File: src/core/scmc_defs.svh
// Purpose: Named offsets, field positions, reset values and counts for the clock/mode control.
// Assumes: Included by bare name from the package and the design modules.
// Notes:   Definitions only.
`ifndef SCMC_DEFS_SVH
`define SCMC_DEFS_SVH

// ----------------------------------------------------------------------------
// Register map
// ----------------------------------------------------------------------------
`define SCMC_ADDR_W            12
`define SCMC_OFS_SYS_CLK_SEL   12'h000
`define SCMC_OFS_FAST_OSC_CTL  12'h004

// ----------------------------------------------------------------------------
// Field positions
// ----------------------------------------------------------------------------
`define SCMC_SCC_SEL_MSB       7
`define SCMC_SCC_SEL_LSB       5
`define SCMC_SCC_FHK_BIT       1
`define SCMC_SCC_FSK_BIT       0
`define SCMC_FOC_STAB_BIT      1
`define SCMC_FOC_EN_BIT        0

// ----------------------------------------------------------------------------
// Reset values and codes
// ----------------------------------------------------------------------------
`define SCMC_SEL_RST           3'h1
`define SCMC_SEL_SUB           3'h7
`define SCMC_FHK_RST           1'h0
`define SCMC_FSK_RST           1'h0
`define SCMC_FEN_RST           1'h1
`define SCMC_FSTAB_RST         1'h0
`define SCMC_DIV_STAGES        7
`define SCMC_DIV_CNT_W         6

// ----------------------------------------------------------------------------
// Timing
// ----------------------------------------------------------------------------
`define SCMC_STAB_CNT_W        12
`define SCMC_FAST_STABLE_TICKS 12'h100

`endif

File: src/core/scmc_pkg.sv
// Purpose: Types shared by the clock/mode control modules.
// Assumes: scmc_defs.svh provides the widths.
// Notes:   Operating modes are one-hot.
`include "scmc_defs.svh"

package scmc_pkg;

    // ------------------------------------------------------------------------
    // Operating modes
    // ------------------------------------------------------------------------
    typedef enum logic [5:0] {
        SCMC_FAST  = 6'h01,
        SCMC_SLOW  = 6'h02,
        SCMC_SLEEP = 6'h04,
        SCMC_IDLE0 = 6'h08,
        SCMC_IDLE1 = 6'h10,
        SCMC_IDLE2 = 6'h20
    } scmc_mode_t;

    // ------------------------------------------------------------------------
    // State records
    // ------------------------------------------------------------------------
    typedef struct packed {
        logic [2:0]                  sel;
        logic                        fhk;
        logic                        fsk;
        logic                        fen;
        logic                        fstab;
        logic [`SCMC_STAB_CNT_W-1:0] stab_cnt;
        logic                        half;
        logic [2:0]                  active_sel;
        scmc_mode_t                  mode;
        logic [31:0]                 prdata;
    } scmc_state_t;

    typedef struct packed {
        logic [`SCMC_DIV_CNT_W-1:0] cnt;
    } scmc_div_state_t;

endpackage

File: src/core/scmc_div_if.sv
// Purpose: Carries the fast clock enable into the divider and its divided pulses back.
// Assumes: One clock domain, pclk.
// Notes:   div_en[k] pulses once every 2**k fast clock enables.
`timescale 1ns/1ns
`include "scmc_defs.svh"

interface scmc_div_if;
    logic                        fast_en;
    logic [`SCMC_DIV_STAGES-1:0] div_en;

    modport ctl (output fast_en, input  div_en);
    modport div (input  fast_en, output div_en);
endinterface

File: src/core/scmc_divider.sv
// Purpose: Divides the fast clock enable by 1, 2, 4 ... 64.
// Assumes: fast_en is a one-cycle enable in the pclk domain.
// Notes:   The counter runs freely, so every divided pulse is a whole enable.
`timescale 1ns/1ns
`include "scmc_defs.svh"

module scmc_divider
    import scmc_pkg::*;
(
    input  wire logic pclk,
    input  wire logic presetn,
    scmc_div_if.div   dif
);

    scmc_div_state_t st_r;
    scmc_div_state_t st_nxt;

    always_comb begin
        st_nxt = st_r;
        if (dif.fast_en) begin
            st_nxt.cnt = st_r.cnt + `SCMC_DIV_CNT_W'(1);
        end
    end

    always_ff @(posedge pclk or negedge presetn) begin
        if (!presetn) begin
            st_r <= '0;
        end else begin
            st_r <= st_nxt;
        end
    end

    // ------------------------------------------------------------------------
    // Divided pulses
    // ------------------------------------------------------------------------
    // Each stage fires only at the end of its own period, so a source change
    // made on that pulse never shortens a core clock period.
    genvar k;
    generate
        for (k = 0; k < `SCMC_DIV_STAGES; k = k + 1) begin : g_stage
            if (k == 0) begin : g_first
                assign dif.div_en[k] = dif.fast_en;
            end else begin : g_rest
                assign dif.div_en[k] = dif.fast_en && (&st_r.cnt[k-1:0]);
            end
        end
    endgenerate

endmodule

File: src/core/scmc_top.sv
// Purpose: System clock selection and operating mode control with an APB register port.
// Assumes: Oscillator ticks, ready levels, halt and wake arrive synchronous to pclk.
// Notes:   All clocks leave as one-cycle enables of pclk.
//          A consumer gates its own logic with them; none of them is a clock.
//
// Implementation choices: the APB register port and the register offsets.
`timescale 1ns/1ns
`include "scmc_defs.svh"

module scmc_top
    import scmc_pkg::*;
(
    input  wire logic                    pclk,
    input  wire logic                    presetn,
    input  wire logic                    psel,
    input  wire logic                    penable,
    input  wire logic                    pwrite,
    input  wire logic [`SCMC_ADDR_W-1:0] paddr,
    input  wire logic [31:0]             pwdata,
    output      logic [31:0]             prdata,
    output      logic                    pready,
    output      logic                    pslverr,
    input  wire logic                    fast_osc_tick,
    input  wire logic                    slow_osc_tick,
    input  wire logic                    slow_osc_ready,
    input  wire logic                    halt_req,
    input  wire logic                    wake_req,
    output      logic                    fast_osc_run,
    output      logic                    slow_osc_run,
    output      logic                    pwm_clk_en,
    output      logic                    fast_clk_en,
    output      logic                    sub_clk_en,
    output      logic                    slow_osc_clk_en,
    output      logic                    sys_clk_en,
    output      logic                    cpu_clk_en,
    output      logic [5:0]              op_mode
);

    scmc_state_t st_r;
    scmc_state_t st_nxt;
    scmc_div_if  dif ();

    scmc_divider u_div (
        .pclk    (pclk),
        .presetn (presetn),
        .dif     (dif)
    );

    // ------------------------------------------------------------------------
    // Bus decode
    // ------------------------------------------------------------------------
    logic hit_scc;
    logic hit_foc;
    logic setup_ph;
    logic wr_acc;
    logic rd_setup;
    logic wr_scc;
    logic wr_foc;
    logic [31:0] rd_word;

    assign hit_scc  = (paddr == `SCMC_OFS_SYS_CLK_SEL);
    assign hit_foc  = (paddr == `SCMC_OFS_FAST_OSC_CTL);
    assign setup_ph = psel && !penable;
    assign wr_acc   = psel && penable && pwrite;
    assign rd_setup = setup_ph && !pwrite;
    assign wr_scc   = wr_acc && hit_scc;
    assign wr_foc   = wr_acc && hit_foc;

    // The slave never waits; read data was captured in the setup cycle.
    // The capture costs a 32-bit register but keeps the read multiplexer
    // off the path from paddr to the prdata pins.
    assign pready  = 1'b1;
    assign pslverr = psel && penable && !(hit_scc || hit_foc);

    always_comb begin
        rd_word = 32'h0000_0000;
        if (hit_scc) begin
            rd_word[`SCMC_SCC_SEL_MSB:`SCMC_SCC_SEL_LSB] = st_r.sel;
            rd_word[`SCMC_SCC_FHK_BIT]                   = st_r.fhk;
            rd_word[`SCMC_SCC_FSK_BIT]                   = st_r.fsk;
        end else if (hit_foc) begin
            rd_word[`SCMC_FOC_STAB_BIT] = st_r.fstab;
            rd_word[`SCMC_FOC_EN_BIT]   = st_r.fen;
        end
        // All other bits stay zero.
    end

    // ------------------------------------------------------------------------
    // Mode dependent clock gating
    // ------------------------------------------------------------------------
    logic sel_is_sub;
    logic fast_on;
    logic sub_on;
    logic sys_on;
    logic run_mode;
    logic fast_gate;
    logic src_pulse;
    logic cur_alive;
    logic tgt_ready;
    logic fen_rise;

    assign sel_is_sub = (st_r.active_sel == `SCMC_SEL_SUB);

    always_comb begin
        fast_on  = 1'b0;
        sub_on   = 1'b0;
        sys_on   = 1'b0;
        run_mode = 1'b0;
        case (st_r.mode)
            SCMC_FAST: begin
                fast_on  = 1'b1;
                sub_on   = 1'b1;
                sys_on   = 1'b1;
                run_mode = 1'b1;
            end
            SCMC_SLOW: begin
                fast_on  = st_r.fen;
                sub_on   = 1'b1;
                sys_on   = 1'b1;
                run_mode = 1'b1;
            end
            SCMC_IDLE0: begin
                fast_on  = 1'b0;
                sub_on   = 1'b1;
                sys_on   = sel_is_sub;
                run_mode = 1'b0;
            end
            SCMC_IDLE1: begin
                fast_on  = 1'b1;
                sub_on   = 1'b1;
                sys_on   = 1'b1;
                run_mode = 1'b0;
            end
            SCMC_IDLE2: begin
                fast_on  = 1'b1;
                sub_on   = 1'b0;
                sys_on   = !sel_is_sub;
                run_mode = 1'b0;
            end
            SCMC_SLEEP: begin
                // Only the watchdog's slow oscillator clock survives.
                fast_on  = 1'b0;
                sub_on   = 1'b0;
                sys_on   = 1'b0;
                run_mode = 1'b0;
            end
            default: begin
                // An illegal mode keeps the fast oscillator alive so that
                // the sequencer recovers to a run mode on the next edge.
                fast_on  = 1'b1;
                sub_on   = 1'b0;
                sys_on   = 1'b0;
                run_mode = 1'b0;
            end
        endcase
    end

    // ------------------------------------------------------------------------
    // Clock enable outputs
    // ------------------------------------------------------------------------
    // The fast oscillator is not handed to the core until it is stable, so
    // a restart never feeds an unsettled clock downstream.
    assign fast_osc_run = fast_on;
    assign fast_gate    = fast_on && st_r.fstab;
    assign pwm_clk_en   = fast_osc_tick && fast_gate;
    assign fast_clk_en  = fast_osc_tick && st_r.half && fast_gate;
    assign dif.fast_en  = fast_clk_en;

    // The watchdog runs in every mode, so its oscillator is never stopped.
    assign slow_osc_run    = 1'b1;
    assign slow_osc_clk_en = slow_osc_tick;
    assign sub_clk_en      = slow_osc_tick && sub_on;

    // Current core clock source pulse.
    assign src_pulse  = sel_is_sub ? slow_osc_tick : dif.div_en[st_r.active_sel];
    assign sys_clk_en = src_pulse && sys_on;
    assign cpu_clk_en = sys_clk_en && run_mode;
    assign op_mode    = st_r.mode;
    assign prdata     = st_r.prdata;

    // A source that has stopped has no boundary to wait for; leaving it
    // cannot cut a period short.
    assign cur_alive = sel_is_sub ? 1'b1 : fast_gate;
    assign tgt_ready = (st_r.sel == `SCMC_SEL_SUB) ? slow_osc_ready : st_r.fstab;

    logic stab_last;

    assign fen_rise  = wr_foc && pwdata[`SCMC_FOC_EN_BIT] && !st_r.fen;
    assign stab_last = (st_r.stab_cnt == `SCMC_FAST_STABLE_TICKS - `SCMC_STAB_CNT_W'(1));

    // ------------------------------------------------------------------------
    // Source hand-over and halt targets
    // ------------------------------------------------------------------------
    logic       switch_now;
    logic [2:0] next_src;
    scmc_mode_t halt_mode;
    scmc_mode_t resume_mode;

    // Hand over to the requested source at the end of a whole period of the
    // old one, or at once if the old one has stopped, and once the new one is ready.
    assign switch_now  = (st_r.active_sel != st_r.sel) && tgt_ready && (src_pulse || !cur_alive);
    assign next_src    = switch_now ? st_r.sel : st_r.active_sel;
    assign resume_mode = (next_src == `SCMC_SEL_SUB) ? SCMC_SLOW : SCMC_FAST;

    // The keep bits are taken as they stand at the halt edge; a write that
    // lands in that same cycle is seen only by the next halt.
    always_comb begin
        case ({st_r.fhk, st_r.fsk})
            2'h0: begin
                halt_mode = SCMC_SLEEP;
            end
            2'h1: begin
                halt_mode = SCMC_IDLE0;
            end
            2'h3: begin
                halt_mode = SCMC_IDLE1;
            end
            2'h2: begin
                halt_mode = SCMC_IDLE2;
            end
            default: begin
                halt_mode = SCMC_SLEEP;
            end
        endcase
    end

    // ------------------------------------------------------------------------
    // Next state
    // ------------------------------------------------------------------------
    always_comb begin
        st_nxt = st_r;

        // --------------------------------------------------------------------
        // Register port
        // --------------------------------------------------------------------
        if (rd_setup) begin
            st_nxt.prdata = rd_word;
        end

        if (wr_scc) begin
            st_nxt.sel = pwdata[`SCMC_SCC_SEL_MSB:`SCMC_SCC_SEL_LSB];
            st_nxt.fhk = pwdata[`SCMC_SCC_FHK_BIT];
            st_nxt.fsk = pwdata[`SCMC_SCC_FSK_BIT];
        end
        if (wr_foc) begin
            st_nxt.fen = pwdata[`SCMC_FOC_EN_BIT];
        end

        // --------------------------------------------------------------------
        // Fast oscillator phase and stability
        // --------------------------------------------------------------------
        // Fast clock at half the oscillator tick rate.
        if (!fast_on) begin
            st_nxt.half = 1'b0;
        end else if (fast_osc_tick) begin
            st_nxt.half = !st_r.half;
        end

        // Stabilisation count restarts whenever the oscillator is stopped
        // or software enables it afresh.
        if (!fast_on || fen_rise) begin
            st_nxt.fstab    = 1'b0;
            st_nxt.stab_cnt = '0;
        end else if (!st_r.fstab && fast_osc_tick) begin
            if (stab_last) begin
                st_nxt.fstab = 1'b1;
            end else begin
                st_nxt.stab_cnt = st_r.stab_cnt + `SCMC_STAB_CNT_W'(1);
            end
        end

        // --------------------------------------------------------------------
        // Core clock source
        // --------------------------------------------------------------------
        st_nxt.active_sel = next_src;

        // --------------------------------------------------------------------
        // Operating mode
        // --------------------------------------------------------------------
        case (st_r.mode)
            SCMC_FAST,
            SCMC_SLOW: begin
                if (halt_req) begin
                    st_nxt.mode = halt_mode;
                end else begin
                    st_nxt.mode = resume_mode;
                end
            end
            SCMC_SLEEP,
            SCMC_IDLE0,
            SCMC_IDLE1,
            SCMC_IDLE2: begin
                // A halted mode ignores a further halt until it is woken.
                if (wake_req) begin
                    st_nxt.mode = resume_mode;
                end
            end
            default: begin
                st_nxt.mode = SCMC_FAST;
            end
        endcase
    end

    // ------------------------------------------------------------------------
    // State register
    // ------------------------------------------------------------------------
    // Reset leaves the fast oscillator running but unstable, so no fast
    // clock reaches the core until the first stabilisation count ends.
    always_ff @(posedge pclk or negedge presetn) begin
        if (!presetn) begin
            st_r.sel        <= `SCMC_SEL_RST;
            st_r.fhk        <= `SCMC_FHK_RST;
            st_r.fsk        <= `SCMC_FSK_RST;
            st_r.fen        <= `SCMC_FEN_RST;
            st_r.fstab      <= `SCMC_FSTAB_RST;
            st_r.stab_cnt   <= '0;
            st_r.half       <= 1'b0;
            st_r.active_sel <= `SCMC_SEL_RST;
            st_r.mode       <= SCMC_FAST;
            st_r.prdata     <= 32'h0000_0000;
        end else begin
            st_r <= st_nxt;
        end
    end

endmodule

File: config.mk
export PLATFORM = sky130hd
export DESIGN_NAME = scmc_top
export DESIGN_NICKNAME = d
export VERILOG_FILES = /design/src/core/scmc_pkg.sv /design/src/core/scmc_div_if.sv /design/src/core/scmc_divider.sv /design/src/core/scmc_top.sv
export VERILOG_INCLUDE_DIRS = /design/src /design/src/core
export SDC_FILE = /design/constraint.sdc
export NUM_CORES = 1
export LEC_CHECK = 0
export ABC_AREA = 1
export BUFFER_PORTS_ARGS = -buffer_cell sky130_fd_sc_hd__buf_2
export CAP_MARGIN = 20
export CELL_PAD_IN_SITES_DETAIL_PLACEMENT = 0
export CELL_PAD_IN_SITES_GLOBAL_PLACEMENT = 1
export CORE_MARGIN = 2
export CORE_UTILIZATION = 25
export DETAILED_ROUTE_END_ITERATION = 16
export PLACE_DENSITY = 0.68
export REMOVE_ABC_BUFFERS = 1
export SYNTH_ARGS = -nofsm -noshare
export SYNTH_HDL_FRONTEND = slang
export SYNTH_HIERARCHICAL = 1
export SYNTH_SLANG_ARGS = --single-unit
File: constraint.sdc
create_clock -name pclk -period 2.3 [get_ports pclk]
set_input_delay 0.69 -clock pclk [delete_from_list [all_inputs] [get_ports pclk]]
set_output_delay 0.69 -clock pclk [all_outputs]
set_load 0.03 [all_outputs]
==> impl_metrics.toml <==
[critical_path]
cp-endpoint = "cpu_clk_en"
crit_arrival_ps = 2240
crit_start = "op_mode[0]"
critical_path_class = "reg2out"
critPathMaxStageDelay_ps = 550
crit_chain = "buf_6 -> nor2_4 -> nand4_1 -> nand3_2 -> nor2_1 -> buf_4 -> buf_6 -> nand2_4 -> inv_2 -> nand2_2 -> nand3_2 -> nand3_1 -> nand2_2 -> nand2_4 -> nor2_4 -> buf_6"
r2r_end = "op_mode[0]"
crit_path_max_fanout = 4
path_buf_inv = 5
cp-start-kind = "register"
worstPathRequired_ps = 1610
critPathCaptureType = "primary output"
crit_family = "simple AND/OR/NAND/NOR gates"
worstSetupPathDepth = 16
cpMostUsedCell = "buf_6"
timing.rr.start = "op_mode[0]"
slowest_stage = "dfstp_2"
rr_worst_depth = 19
r2r_setup_slack_ps = -110

[detailed_routing]
drt_first_pass_iters = 4
routed_wl_um = 6420
ant_nets = 0
via_count = 2416
wl_per_cell_um = 11.2
viasPerCell = 4.22
drt-initial-drc-count = 115
drc = 0

[sta]
setup_slack_ps = -626
fmax_mhz = 342
setup_viol = 10
hold_violations = 0
skew_ps = 7.74
post-route-period-util_pct = 127
period_needed_ps = 2930
tightest_slew_ps = 514
grt_setup_unrepaired = "yes"
timing.slew.headroom_pct = 65.6
slew_viol_final = 0

[synth]
yosys_warnings = 6
syn_inst = 353
synth.cell_area_mm2 = 0.00276
synth_seq_area_share_pct = 36.5
syn_avg_cell_area_um2 = 7.81
ys_seq_elements = 40
ys_types = 42

[place]
gp_congestion = 0.806
dp_hpwl_um = 4850
placed_cell_area_mm2 = 0.00313
port_buffers = 45

[floorplan]
die_h_um = 109
pin_count = 102
fp.dieArea_mm2 = 0.0119
fp-row-count = 38
die_x_um = 109
coreArea_mm2 = 0.0108
start_util_pct = 25.6

[cells_and_area]
antenna_cells = 0
final_nets = 490
drive_gt1_share_pct = 37.6
fin_area_mm2 = 0.00359
areaGrowthSynthToFinish_pct = 30.4
most-common-layout-cells = "nand2_1, buf_2, dfrtp_1"
final_common_cell = "nand2_1"

[global_routing]
grt_usage_pct = 11.1
grt_max_degree = 26
grt_pass1_wl_um = 10600
antenna_found_initial = 0
overflow = 0
grt_pass1_vias = 2386

[clock_network]
insertion_delay_ps = 290
cts_htree_levels = 2
cts_made_buffers = 5
root_buffer = "clkbuf_8"
clkTransAtPathRegs_ps = 80
cts_tree = "yes"
clock-sinks = 40
clk_path_buf_depth = 2

[outcome]
violations = "negative setup slack"
status = "complete, but fails checks"

[power_and_ir_drop]
p_leak_nw = 1.84
finalPower_w = 0.00288
power_density_mw_per_mm2 = 802
ir_worst_vdd_v = 0.000309

[job]
drv_cap = 0

[min_path]
hp-class = "in2async"
layer usage:
| layer | vias up | global-route usage, % | wire length (µm) |
|---|---|---|---|
| li1 | 1219 | - | - |
| met1 | 1117 | 15.1 | 2990 |
| met2 | 73 | 18.1 | 3040 |
| met3 | 7 | 2.51 | 332 |
| met4 | 0 | 2.56 | 56 |
| met5 | - | 0 | 0 |
cells by family (layout without fill, tap and decap cells):
logic type	count (synthesis)	count (layout)	synth area share (%)
simple gates	168	168	29.4
buf+inv	89	142	18.6
flops	40	40	36.5
compound gates	34	34	8.03
xor+xnor	13	13	4.13
fa+ha+maj	4	4	1.81
mux	3	3	1.36
other cells	2	29	0.272
flip-flops by register name, summed over array words and instances (netlist names):
register,flops
op_mode,6
prdata,5
st_r,23
u_div/st_r,6
what timing repair did:
item | 4_1_cts | 5_1_grt
pin swaps | 11 | 23
endpoints found under the setup margin | 9 | 11
setup buffers | 18 | 10
hold buffers | 0 | 0
gates cloned | 0 | 0
resized for setup | 39 | 35
per-stage QoR:
stage / hold slack [ps] / setup TNS, ps / setup slack, ps / util, % / instances
6_report: 326 / -2800 / -626 / 33.3 / 573
5_1_grt: 355 / -4110 / -772 / 33.3 / 573
4_1_cts: 342 / -3290 / -698 / 32.1 / 571
3_5_place_dp: 469 / -1020 / -409 / 29.0 / 547
3_3_place_gp: 459 / -939 / -424 / 29.0 / 547
2_1_floorplan: 394 / -5600 / -1240 / - / 335
Yosys cell counts, drive strengths merged:
cell    instances  area share, %
a21boi          1           0.27
a21oi          10            2.0
buf            45             12
clkinv          1           0.18
conb            2           0.27
dfrtp          36             33
dfstp           4            3.8
ha              4            1.8
inv            43            5.9
mux2            3            1.4
nand2          85             12
nand3          20            4.0
nand3b          1           0.27
nand4           6            1.8
nor2           41            6.6
nor3            9            2.8
nor3b           1           0.27
nor4            3           0.68
o21a            1           0.54
o21ai           5           0.91
o22ai           6            1.4
o31ai          11            3.0
or2             2           0.54
xnor2           2           0.64
xor2           11            3.5
how the worst min path moves through the flow:
| stage | end | slack (ps) | cells past startpoint |
|---|---|---|---|
| 4_1_cts | u_div/st_r[1] | 340 | 1 |
| 3_5_place_dp | st_r[53] | 470 | 2 |
| 2_1_floorplan | op_mode[1] | 390 | 0 |
| 3_3_place_gp | st_r[53] | 460 | 2 |
| 6_report | u_div/st_r[2] | 330 | 1 |
| 5_1_grt | u_div/st_r[3] | 360 | 1 |
area by class of cell:
class | instances | area (µm²)
Timing Repair Buffer | 90 | 677
Multi-Input combinational cell | 251 | 1480
Fill cell | 1134 | 7200
Inverter | 44 | 169
Tap cell | 140 | 175
Clock buffer | 6 | 82.6
Clock inverter | 2 | 10.0
Sequential cell | 40 | 1010
power breakdown:
part / internal [W] / switching (W)
Combinational: 0.000617 / 0.000828
Sequential: 0.000811 / 0.000140
Clock: 0.000240 / 0.000247
No activity file was read; power rests on OpenSTA's default activity.
